==> config.mk <==
export PLATFORM = sky130hd
export DESIGN_NAME = ssm_regs
export DESIGN_NICKNAME = d
export VERILOG_FILES = /design/src/pkg/ssm_pkg.sv /design/src/design/ssm_regs.sv /design/src/design/ssm_slave_track.sv
export VERILOG_INCLUDE_DIRS = /design/src /design/src/pkg
export SDC_FILE = /design/constraint.sdc
export NUM_CORES = 1
export LEC_CHECK = 0
export BUFFER_PORTS_ARGS = -buffer_cell sky130_fd_sc_hd__buf_2
export CAP_MARGIN = 20
export CORE_ASPECT_RATIO = 1.25
export CORE_UTILIZATION = 54
export DETAILED_ROUTE_END_ITERATION = 16
export HOLD_SLACK_MARGIN = 0.05
export PLACE_DENSITY_LB_ADDON = 0.2
export RECOVER_POWER = 50
export SETUP_SLACK_MARGIN = 0.02
export SYNTH_ARGS = -nofsm -noshare
export SYNTH_HDL_FRONTEND = slang
export SYNTH_HIERARCHICAL = 1
export SYNTH_SLANG_ARGS = --single-unit
==> constraint.sdc <==
create_clock -name ref_clk -period 2.25 [get_ports ref_clk]
set_input_delay 0.1125 -clock ref_clk [delete_from_list [all_inputs] [get_ports ref_clk]]
set_output_delay 0.1125 -clock ref_clk [all_outputs]
set_load 0.005 [all_outputs]
==> src/pkg/ssm_map.svh <==
`ifndef SSM_MAP_SVH
`define SSM_MAP_SVH

// ----------------------------------------------------------------------
// Register addresses
// ----------------------------------------------------------------------
`define SSM_ADDR_CTL 12'hf61
`define SSM_ADDR_STAT 12'hf62
`define SSM_ADDR_MODE 12'hf63
`define SSM_ADDR_RATE_HI 12'hf66
`define SSM_ADDR_RATE_LO 12'hf67
`define SSM_ADDR_MASK 12'hf68

// ----------------------------------------------------------------------
// Control register fields
// ----------------------------------------------------------------------
`define SSM_CTL_EN 0
`define SSM_CTL_MASTER 1
`define SSM_CTL_WOR 2
`define SSM_CTL_POL 3
`define SSM_CTL_PHASE 4
`define SSM_CTL_STR 6

// ----------------------------------------------------------------------
// Status register fields
// ----------------------------------------------------------------------
`define SSM_ST_IRQ 7
`define SSM_ST_OVR 6
`define SSM_ST_COL 5
`define SSM_ST_ABT 4
`define SSM_ST_TRANSMIT_ACTIVE_FLAG 1
`define SSM_ST_SELECT_INPUT_LEVEL 0

// ----------------------------------------------------------------------
// Reset values
// ----------------------------------------------------------------------
`define SSM_RST_CTL 8'h00
`define SSM_RST_MODE 6'h00
`define SSM_RST_MASK 8'h00
`define SSM_RST_RATE 8'h00
`define SSM_RST_SELECT_INPUT_LEVEL 1'b1

`endif

==> src/pkg/ssm_pkg.sv <==
package ssm_pkg;

    // ------------------------------------------------------------------
    // Register block state
    // ------------------------------------------------------------------
    typedef struct packed {
        logic [7:0] ctl;
        logic counter_readback_bit;
        logic [2:0] char_width_field;
        logic select_pin_direction;
        logic select_pin_value;
        logic irq_pending;
        logic overrun_flag;
        logic collision_flag;
        logic slave_abort_flag;
        logic transmit_active_flag;
        logic select_input_level;
        logic [7:0] irq_mask;
        logic [7:0] reload_hi;
        logic [7:0] reload_lo;
        logic [7:0] rd_data;
        logic irq;
        logic ss_n_out;
        logic ss_n_oe;
    } ssm_regs_t;

    // ------------------------------------------------------------------
    // Slave transaction tracker state
    // ------------------------------------------------------------------
    typedef struct packed {
        logic ss_meta;
        logic ss_sync;
        logic sck_meta;
        logic sck_sync;
        logic sck_prev;
        logic ss_prev;
        logic [3:0] bit_cnt;
        logic done;
        logic abort;
        logic busy;
    } ssm_track_t;

    // Character width code to bit count, code zero is a full byte
    function automatic logic [3:0] ssm_char_bits(input logic [2:0] code);
        ssm_char_bits = (code == 3'h0) ? 4'h8 : {1'b0, code};
    endfunction

endpackage

==> src/design/ssm_regs.sv <==
// Contract
// Collision flag sets on a multimaster mode fault, else stays clear.
// Slave abort flag sets when select rises before a character completes.
// Every slave abort also sets the interrupt pending flag.
// Transmit active flag is one exactly while a transfer is in progress.
// As slave, select level bit mirrors the select input; meaningless as master.
// Software writes zeros to the two reserved status bits.
// Mode register: reserved top bits, readback bit, width field, select direction/value.
// With the port disabled every status bit returns to its reset value.
// Interrupt pending sets on transaction completion when enabled; write one clears.
// Width code zero means eight bits, codes one to seven that many.
// Readback bit set makes rate locations return live counter bytes.
// Collision and abort flags hold until the port is disabled or reset.
`include "ssm_map.svh"

module ssm_regs (
    // Clock and reset
    input wire logic ref_clk,
    input wire logic rst_b,
    // Register port
    input wire logic [11:0] addr,
    input wire logic [7:0] wr_data,
    input wire logic wr_en,
    input wire logic rd_en,
    output logic [7:0] rd_data,
    // Interrupt
    output logic irq,
    // Serial pins
    input wire logic sck_pin,
    input wire logic ss_n_pin,
    output logic ss_n_out,
    output logic ss_n_oe,
    // Shift engine and rate generator
    input wire logic shift_busy,
    input wire logic shift_done,
    input wire logic shift_overrun,
    input wire logic [15:0] brg_count,
    // Configuration to the datapath
    output logic port_enable_bit,
    output logic master_mode,
    output logic clk_pol,
    output logic clk_phase,
    output logic open_drain,
    output logic [2:0] char_width_field,
    output logic [15:0] rate_reload
);

    ssm_pkg::ssm_regs_t q;
    ssm_pkg::ssm_regs_t d;

    logic trk_ss_level;
    logic trk_done;
    logic trk_abort;
    logic trk_busy;
    logic slave_en;

    // ------------------------------------------------------------------
    // Slave side tracker
    // ------------------------------------------------------------------
    assign slave_en = q.ctl[`SSM_CTL_EN] && !q.ctl[`SSM_CTL_MASTER];

    ssm_slave_track ssm_slave_track_i (
        .ref_clk(ref_clk),
        .rst_b(rst_b),
        .slave_en(slave_en),
        .clk_pol(q.ctl[`SSM_CTL_POL]),
        .char_width(q.char_width_field),
        .sck_pin(sck_pin),
        .ss_n_pin(ss_n_pin),
        .ss_level(trk_ss_level),
        .char_done(trk_done),
        .char_abort(trk_abort),
        .busy(trk_busy)
    );

    // ------------------------------------------------------------------
    // Read data view of the status register
    // ------------------------------------------------------------------
    function automatic logic [7:0] stat_view(input ssm_pkg::ssm_regs_t s);
        logic [7:0] v;
        v = 8'h00;
        v[`SSM_ST_IRQ] = s.irq_pending;
        v[`SSM_ST_OVR] = s.overrun_flag;
        v[`SSM_ST_COL] = s.collision_flag;
        v[`SSM_ST_ABT] = s.slave_abort_flag;
        v[`SSM_ST_TRANSMIT_ACTIVE_FLAG] = s.transmit_active_flag;
        v[`SSM_ST_SELECT_INPUT_LEVEL] = s.select_input_level;
        stat_view = v;
    endfunction

    // ------------------------------------------------------------------
    // Next state
    // ------------------------------------------------------------------
    always_comb begin
        logic en;
        logic master;
        logic wr_ctl;
        logic wr_stat;
        logic wr_mode;
        logic clr_irq;
        logic mode_fault;
        logic xact_done;
        logic [7:0] sticky;
        en = 1'b0;
        master = 1'b0;
        wr_ctl = 1'b0;
        wr_stat = 1'b0;
        wr_mode = 1'b0;
        clr_irq = 1'b0;
        mode_fault = 1'b0;
        xact_done = 1'b0;
        sticky = 8'h00;
        d = q;

        en = q.ctl[`SSM_CTL_EN];
        master = q.ctl[`SSM_CTL_MASTER];
        wr_ctl = wr_en && (addr == `SSM_ADDR_CTL);
        wr_stat = wr_en && (addr == `SSM_ADDR_STAT);
        wr_mode = wr_en && (addr == `SSM_ADDR_MODE);

        // --------------------------------------------------------------
        // Control, mode, mask and rate registers
        // --------------------------------------------------------------
        if (wr_ctl) begin
            d.ctl = wr_data;
        end
        if (wr_mode) begin
            // Top two bits are read only and never stored
            d.counter_readback_bit = wr_data[5];
            d.char_width_field = wr_data[4:2];
            d.select_pin_direction = wr_data[1];
            d.select_pin_value = wr_data[0];
        end
        if (wr_en && (addr == `SSM_ADDR_MASK)) begin
            d.irq_mask = wr_data;
        end
        if (wr_en && (addr == `SSM_ADDR_RATE_HI)) begin
            d.reload_hi = wr_data;
        end
        if (wr_en && (addr == `SSM_ADDR_RATE_LO)) begin
            d.reload_lo = wr_data;
        end

        // --------------------------------------------------------------
        // Events
        // --------------------------------------------------------------
        // Select driven low by another master while ours is an input
        mode_fault = en && master && !q.select_pin_direction && !trk_ss_level;
        xact_done = en && ((master && shift_done) || (!master && trk_done));
        // Reserved status bits are ignored on write, so a nonzero write is harmless
        clr_irq = wr_stat && wr_data[`SSM_ST_IRQ];

        if (clr_irq) begin
            d.irq_pending = 1'b0;
            d.ctl[`SSM_CTL_STR] = 1'b0;
        end
        // Set wins over a clear in the same cycle
        if (en && (xact_done || trk_abort || (wr_ctl && wr_data[`SSM_CTL_STR]))) begin
            d.irq_pending = 1'b1;
        end
        if (mode_fault) begin
            d.collision_flag = 1'b1;
        end
        if (en && !master && trk_abort) begin
            d.slave_abort_flag = 1'b1;
        end
        if (en && shift_overrun) begin
            d.overrun_flag = 1'b1;
        end
        d.transmit_active_flag = en && (master ? shift_busy : trk_busy);
        d.select_input_level = slave_en ? trk_ss_level : `SSM_RST_SELECT_INPUT_LEVEL;

        // Disabled port holds every status bit at reset; the write that
        // disables wins against events from the same cycle
        if (!d.ctl[`SSM_CTL_EN]) begin
            d.irq_pending = 1'b0;
            d.overrun_flag = 1'b0;
            d.collision_flag = 1'b0;
            d.slave_abort_flag = 1'b0;
            d.transmit_active_flag = 1'b0;
            d.select_input_level = `SSM_RST_SELECT_INPUT_LEVEL;
        end

        // --------------------------------------------------------------
        // Interrupt output from next-state flags to save a cycle
        // --------------------------------------------------------------
        sticky = 8'h00;
        sticky[`SSM_ST_IRQ] = d.irq_pending;
        sticky[`SSM_ST_OVR] = d.overrun_flag;
        sticky[`SSM_ST_COL] = d.collision_flag;
        sticky[`SSM_ST_ABT] = d.slave_abort_flag;
        d.irq = |(sticky & d.irq_mask);

        // --------------------------------------------------------------
        // Select pin drive
        // --------------------------------------------------------------
        // In open-drain mode a high level is released rather than driven
        d.ss_n_out = d.select_pin_value;
        d.ss_n_oe = d.ctl[`SSM_CTL_EN] && d.select_pin_direction &&
                    !(d.ctl[`SSM_CTL_WOR] && d.select_pin_value);

        // --------------------------------------------------------------
        // Read data, valid only in the cycle after the strobe
        // --------------------------------------------------------------
        d.rd_data = 8'h00;
        if (rd_en) begin
            unique case (addr)
                `SSM_ADDR_CTL: begin
                    d.rd_data = q.ctl;
                end
                `SSM_ADDR_STAT: begin
                    d.rd_data = stat_view(q);
                end
                `SSM_ADDR_MODE: begin
                    d.rd_data = {2'b00, q.counter_readback_bit, q.char_width_field,
                                 q.select_pin_direction, q.select_pin_value};
                end
                `SSM_ADDR_MASK: begin
                    d.rd_data = q.irq_mask;
                end
                // Live counter bytes are not latched as a pair; a carry
                // between the two reads can tear the value
                `SSM_ADDR_RATE_HI: begin
                    d.rd_data = q.counter_readback_bit ? brg_count[15:8] : q.reload_hi;
                end
                `SSM_ADDR_RATE_LO: begin
                    d.rd_data = q.counter_readback_bit ? brg_count[7:0] : q.reload_lo;
                end
                default: begin
                    d.rd_data = 8'h00;
                end
            endcase
        end
    end

    // ------------------------------------------------------------------
    // State register
    // ------------------------------------------------------------------
    always_ff @(posedge ref_clk) begin
        if (!rst_b) begin
            q <= '{ctl: `SSM_RST_CTL,
                   counter_readback_bit: 1'b0,
                   char_width_field: 3'h0,
                   select_pin_direction: 1'b0,
                   select_pin_value: 1'b0,
                   irq_pending: 1'b0,
                   overrun_flag: 1'b0,
                   collision_flag: 1'b0,
                   slave_abort_flag: 1'b0,
                   transmit_active_flag: 1'b0,
                   select_input_level: `SSM_RST_SELECT_INPUT_LEVEL,
                   irq_mask: `SSM_RST_MASK,
                   reload_hi: `SSM_RST_RATE,
                   reload_lo: `SSM_RST_RATE,
                   rd_data: 8'h00,
                   irq: 1'b0,
                   ss_n_out: 1'b0,
                   ss_n_oe: 1'b0};
        end else begin
            q <= d;
        end
    end

    // ------------------------------------------------------------------
    // Outputs, all straight from the state register
    // ------------------------------------------------------------------
    assign rd_data = q.rd_data;
    assign irq = q.irq;
    assign ss_n_out = q.ss_n_out;
    assign ss_n_oe = q.ss_n_oe;
    assign port_enable_bit = q.ctl[`SSM_CTL_EN];
    assign master_mode = q.ctl[`SSM_CTL_MASTER];
    assign clk_pol = q.ctl[`SSM_CTL_POL];
    assign clk_phase = q.ctl[`SSM_CTL_PHASE];
    assign open_drain = q.ctl[`SSM_CTL_WOR];
    assign char_width_field = q.char_width_field;
    assign rate_reload = {q.reload_hi, q.reload_lo};

endmodule // ssm_regs

==> src/design/ssm_slave_track.sv <==
`include "ssm_map.svh"

module ssm_slave_track (
    // Clock and reset
    input wire logic ref_clk,
    input wire logic rst_b,
    // Configuration
    input wire logic slave_en,
    input wire logic clk_pol,
    input wire logic [2:0] char_width,
    // Pins
    input wire logic sck_pin,
    input wire logic ss_n_pin,
    // Results
    output logic ss_level,
    output logic char_done,
    output logic char_abort,
    output logic busy
);

    ssm_pkg::ssm_track_t q;
    ssm_pkg::ssm_track_t d;

    // ------------------------------------------------------------------
    // Next state
    // ------------------------------------------------------------------
    always_comb begin
        logic lead_edge;
        logic [3:0] nxt_cnt;
        lead_edge = 1'b0;
        nxt_cnt = 4'h0;
        d = q;
        // Only the second stage and its delayed copy are looked at by any logic
        d.ss_meta = ss_n_pin;
        d.ss_sync = q.ss_meta;
        d.sck_meta = sck_pin;
        d.sck_sync = q.sck_meta;
        d.sck_prev = q.sck_sync;
        d.ss_prev = q.ss_sync;
        d.done = 1'b0;
        d.abort = 1'b0;
        // Leading edge leaves the idle level, once per bit for either phase
        lead_edge = (q.sck_sync != q.sck_prev) && (q.sck_sync != clk_pol);
        nxt_cnt = q.bit_cnt + 4'h1;
        if (!slave_en) begin
            d.bit_cnt = 4'h0;
        end else if (q.ss_sync && !q.ss_prev) begin
            if (q.bit_cnt != 4'h0) begin
                d.abort = 1'b1;
            end
            d.bit_cnt = 4'h0;
        end else if (!q.ss_sync && lead_edge) begin
            if (nxt_cnt == ssm_pkg::ssm_char_bits(char_width)) begin
                d.done = 1'b1;
                d.bit_cnt = 4'h0;
            end else begin
                d.bit_cnt = nxt_cnt;
            end
        end
        d.busy = slave_en && (d.bit_cnt != 4'h0);
    end

    // ------------------------------------------------------------------
    // State register
    // ------------------------------------------------------------------
    always_ff @(posedge ref_clk) begin
        if (!rst_b) begin
            q <= '{ss_meta: 1'b1, ss_sync: 1'b1, sck_meta: 1'b0, sck_sync: 1'b0, sck_prev: 1'b0,
                   ss_prev: 1'b1, bit_cnt: 4'h0, done: 1'b0, abort: 1'b0, busy: 1'b0};
        end else begin
            q <= d;
        end
    end

    assign ss_level = q.ss_sync;
    assign char_done = q.done;
    assign char_abort = q.abort;
    assign busy = q.busy;

endmodule // ssm_slave_track

== Yosys cells after proc, flatten, opt, wreduce, memory -nomap -nowiden ==
Cells that the tools add are included.
W data, S select, Z words.

* Register bits after elaboration: 67
* Bits of input ports: 45
* Output and inout bits: 35
* Word-level logic and storage cells: 108

* $add $sub $neg: 1
* Eq/ne operators: 9
* Muxes and demuxes: 21
* Bitwise operators: 4
* Reductions and logical operators: 44

{| class="wikitable"
|+ Operators with widths
! operator !! number
|-
| $eq A12 B12 Y1 const B || 6
|-
| $pmux W8 S6 || 1
|-
| $logic_and A1 B1 Y1 || 26
|-
| $mux W8 || 3
|-
| $mux W4 || 4
|-
| $mux W1 || 9
|-
| $and A8 B8 Y8 || 1
|-
| $reduce_bool A4 Y1 || 2
|-
| $reduce_or A8 Y1 || 1
|-
| $mux W6 || 1
|-
| $reduce_and A3 Y1 || 2
|-
| $logic_not A1 Y1 || 5
|-
| $mux W5 || 1
|-
| $add A4 B1 Y4 const B || 1
|-
| $eq A4 B4 Y1 || 1
|-
| $reduce_and A2 Y1 || 2
|-
| $reduce_or A4 Y1 || 1
|-
| $logic_not A3 Y1 || 1
|-
| $logic_or A1 B1 Y1 || 3
|-
| $mux W3 || 1
|-
| $not A1 Y1 || 3
|-
| $mux W2 || 1
|-
| $ne A1 B1 Y1 || 2
|-
| $reduce_or A2 Y1 || 1
|}

== Depth between registers and ports, before layout ==
* Depth in word-level cells: 11
* Depth in mapped cells: 8
* Gate-level depth less buffers: 7

== By module ==
The synthesis kept the hierarchy.

{| class="wikitable"
|+ By module, submodules not included
! module !! instances !! cells each !! area an instance (um^2) !! sequential area each (um^2)
|-
| ssm_regs || 1 || 319 || 2919.0 || 1081.0
|-
| ssm_slave_track || 1 || 75 || 706.9 || 260.2
|}

== Least setup slack after synthesis ==
Ideal clock, no wire load.

* Path type: register to register
* Start: reg ssm_slave_track_i/q[3] (netlist bit)
* End: reg ssm_slave_track_i.q, in the netlist ssm_slave_track_i/busy
* Library setup time: 0.130 ns
* Arrival: 1.463 ns
* Required time: 2.120 ns
* Path slack: 0.657 ns
* Stages on the path, launching flop included: 9
* Path buffers: 1
* Period minus slack after synthesis: 1.593 ns
* Path through: dfxtp_1 buf_4 inv_1 ha_1 xnor2_1 o211a_1 o221ai_4 o311ai_1 a21oi_1

* Cells in the longest elaborated chain, start to end: 8

{| class="wikitable"
|+ RTL lines
! item !! RTL line !! text
|-
| start: declaration || ssm_slave_track.sv:21 || <nowiki>ssm_pkg::ssm_track_t q;</nowiki>
|-
| start signal: assignment || ssm_slave_track.sv:68 || <nowiki>q <= '{ss_meta: 1'b1, ss_sync: 1'b1, sck_meta: 1'b0, sck_sync: 1'b0, sck_prev: 1'b0,</nowiki>
|-
| $add A4 B1 Y4 || ssm_slave_track.sv:44 || <nowiki>nxt_cnt = q.bit_cnt + 4'h1;</nowiki>
|-
| $eq A4 B4 Y1 || ssm_slave_track.sv:53 || <nowiki>if (nxt_cnt == ssm_pkg::ssm_char_bits(char_width)) begin</nowiki>
|-
| $mux W4 || ssm_slave_track.sv:53 ||
|-
| $mux W5 (*) || ssm_slave_track.sv:52 || <nowiki>end else if (!q.ss_sync && lead_edge) begin</nowiki>
|-
| $mux W4 (*) || ssm_slave_track.sv:47 || <nowiki>end else if (q.ss_sync && !q.ss_prev) begin</nowiki>
|-
| $mux W4 (*) || ssm_slave_track.sv:45 || <nowiki>if (!slave_en) begin</nowiki>
|-
| $reduce_bool A4 Y1 (*) || ssm_slave_track.sv:60 || <nowiki>d.busy = slave_en && (d.bit_cnt != 4'h0);</nowiki>
|-
| $logic_and A1 B1 Y1 (*) || ssm_slave_track.sv:60 ||
|}

Mark *: on every way between the ends. The rest lies on a longest branch, timed or not.
A chain may end at the register's enable or synchronous reset.

== Final worst setup path ==
Ends and elaborated chain as after synthesis.

==> key figures <==
Logic synthesis
  • Sequential area share after synthesis: roughly 37%
  • Ys flop type: dfxtp_1
  • Compound-cell area share of the yosys netlist: 16.2%
  • Xor-xnor portion of the synthesized cell area: 1.62%
  • Count leader, synth: dfxtp_1
  • Synth warnings: 6
  • Main area contributors after synthesis: dfxtp_1 37%, buf_4 6.8%, nand2_1 5.2%, mux2i_1 4.7%, mux2_2 4.3%
  • Mux cell area share after synthesis: 9.45%
  • Post-synthesis area per instance: around 9.2 µm²
  • Syn Inst Count: 394
  • List of most frequent post-synthesis cells: 67 x dfxtp_1, 50 x nand2_1, 33 x buf_4
  • Synth Area in Simple Gates: between 20% and 30%
  • Async S/R FF share, synth: 0%
  • Post-synth top area cell: dfxtp_1
  • Syn Nets: 441
  • Yosys cell types: 65
  • Largest family of logic cells by synthesized area: simple AND/OR/NAND/NOR gates
  • Post-Synth Adder-Cell Area: 0.690%
  • FF+latch count, synth: between 60 and 70
  • Post-synth EDFFs: 0
  • Mapped Area: about 3600 µm²
  • Synth top area share: ~37%

Die
  • I/O pins: 80
  • Core area: about 6500 µm²
  • # rows: 33
  • Die area: a little over 7000 µm²
  • Height of the die: approximately 94 µm
  • Initial Utilization: between 50% and 60%
  • Die width: approximately 75 µm

STA
  • Fin. Hold Viols: 0
  • Slew Viols, Final: 0
  • Fmax: 542 MHz
  • Final period utilization: between 80% and 90%
  • Min cycle time layout: approximately 1.8 ns
  • Setup TNS Final: 0 ns
  • Relative slew margins: 54.2%
  • Worst-Margin Slew: approximately 0.69 ns
  • RSZ-0062 raised after global routing: no
  • Worst Skew: around 0.012 ns
  • Final setup violation count: 0
  • Hold_ws: 0.0671 ns

Layout
  • Layout cell share with drive strength beyond 1: about a quarter
  • Post-route insts no fill: roughly 530
  • Area growth syn-to-layout: 10.0%
  • Nets@finish: a little under 500
  • Antenna Cells: 0
  • FILL cells: ~650

Place
  • GP Congestion: ~0.83
  • Post-DP HPWL: between 6000 and 7000 µm
  • Placed cells: slightly above 500
  • Port bufs: 79

Clock tree
  • Longest Clk Path Bufs: 2
  • Clock slew seen by the registers of the worst setup and hold paths: 0.07 ns
  • Root Buffer: clkbuf_8
  • H-tree Lvls: 3
  • CTS sink cnt: 67
  • CTS Buf Count: 9
  • Resize count post-CTS: 0
  • Clock latency on the worst-skew pair: about 0.35 ns
  • CTS tree: done

Routing
  • Routed vias: between 2000 and 3000
  • DRT Wirelength: between 8000 and 9000 µm
  • DR vias/cell: 5.50
  • Avg WL per Cell: about 16 µm
  • Iteration-0 DRC Markers: 211
  • DR DRC count: 0
  • Total iterations of the first detailed-routing run: 4
  • Final ANT Viol Nets: 0

Global route
  • GRT Total Usage: about 25%
  • First-pass GRT wire length: 13000 µm
  • Antenna violations before repair: 0
  • Grt total ovfl: 0
  • Largest net degree at the start of global routing: 34
  • Vias in the first global route: ~2700

Pwr
  • Lkg Pwr: between 0.0015 and 0.002 µW
  • PD cells: approximately 580 nW/µm²
  • Peak supply drop: 0.000402 V

Run
  • MaxCap Viol Count: 0

Worst setup path
  • Crit-path max FO: 8
  • Crit Path Class: reg -> reg
  • Critical Path RT: between 2 and 2.5 ns
  • Arr. time, crit path: ~2.1 ns
  • Critical Path Start Type: flop
  • Worst Setup End Kind: flop

Worst hold path
  • Hold Crit Class: in -> reg

Outcome
  • Status: completed
## per-stage QoR
| stage | setup slack [ns] | total power, µW | util, % | cell area [µm²] |
|---|---|---|---|---|
| 4_1_cts | 0.396 | 2320 | 61.8 | 4030 |
| 6_report | 0.406 | 2300 | 61.2 | 3990 |
| 2_1_floorplan | 0.657 | 1270 | - | 3630 |
| 3_5_place_dp | 0.415 | 1340 | 58.4 | 3810 |
| 5_1_grt | 0.180 | 2380 | 61.2 | 3990 |
| 3_3_place_gp | 0.505 | 1340 | 58.4 | 3810 |
## state kept, by name (all words and copies together), names as in the netlist, 3 cells and up
signal,cells
ssm_slave_track_i/q,6
rd_data,8
q,19
rate_reload,16
ssm_slave_track_i/d,3
char_width_field,3
## what timing repair did
item	4_1_cts	5_1_grt
hold buffers	3	0
hold endpoints to repair	3	0
setup buffers	0	0
## cell usage in the layout, fill, tap and decap left out, types with 3 or more instances in the layout
cell,count
nand4_1,3
buf_2,58
a31oi_1,8
xnor2_1,3
nor3b_1,3
clkbuf_8,9
a32o_1,3
mux2_2,14
nor2b_1,16
a21boi_1,5
dlygate4sd3_1,3
and3_1,6
a22oi_1,13
nand3b_1,3
mux2i_1,17
a21boi_0,18
nand2b_1,6
clkinv_2,3
clkbuf_1,22
nand3_1,24
buf_4,4
nor2_1,11
a21oi_1,8
dfxtp_1,67
o21ai_0,6
inv_1,4
and2_1,5
nand2_1,50
## critical path, stage by stage (launching register included)
cell and delay, ns:
dfxtp_1 0.51, inv_1 0.13, ha_1 0.36, xnor2_1 0.16, o211a_1 0.20, o221ai_4 0.15, o311ai_1 0.11, a21oi_1 0.10
## cell type report
cell class | instances | area, µm² | area share [%]
well taps | 87 | 109 | 2.73
clock buffers | 9 | 124 | 3.10
multi-input cells | 270 | 1890 | 47.4
inverters | 6 | 22.5 | 0.564
clock inverters | 7 | 68.8 | 1.72
flip-flops and latches | 67 | 1340 | 33.6
repair buffers | 87 | 433 | 10.8
## power breakdown
group,internal (µW),switching [µW],total (µW)
clock,507,478,985
combinational,56.5,66.7,123
sequential,1190,2.17,1190
## worst paths after layout
path | to | cells after the start | slack, ns | from
setup reg to reg | ssm_slave_track_i/busy | 7 | 0.41 | ssm_slave_track_i/q[3]
hold reg to reg | ssm_slave_track_i/ss_level | 1 | 0.41 | ssm_slave_track_i/d[11]
setup / recovery | ssm_slave_track_i/busy | 7 | 0.41 | ssm_slave_track_i/q[3]
hold / removal | rate_reload[9] | 3 | 0.07 | wr_data[1]
## metal layers
metal / vias up / routed length [µm] / share of wire [%] / GRT usage (%)
met3: 11 / 392 / 4.7 / 4.96
met4: 0 / 134 / 1.6 / 10.3
met1: 1366 / 3760 / 45 / 32.3
met5: - / 0 / 0 / 0
li1: 1464 / - / - / -
met2: 90 / 4050 / 49 / 40.3
## cell families after synthesis
logic type | Yosys count
XOR/XNOR | 5
flip-flops | 67
multiplexers | 32
AO/OA/AOI/OAI | 79
buffers and inverters | 57
AND/OR/NAND/NOR | 152
adder cells (fa/ha/maj) | 2
Power figures use the tool's default switching activity.
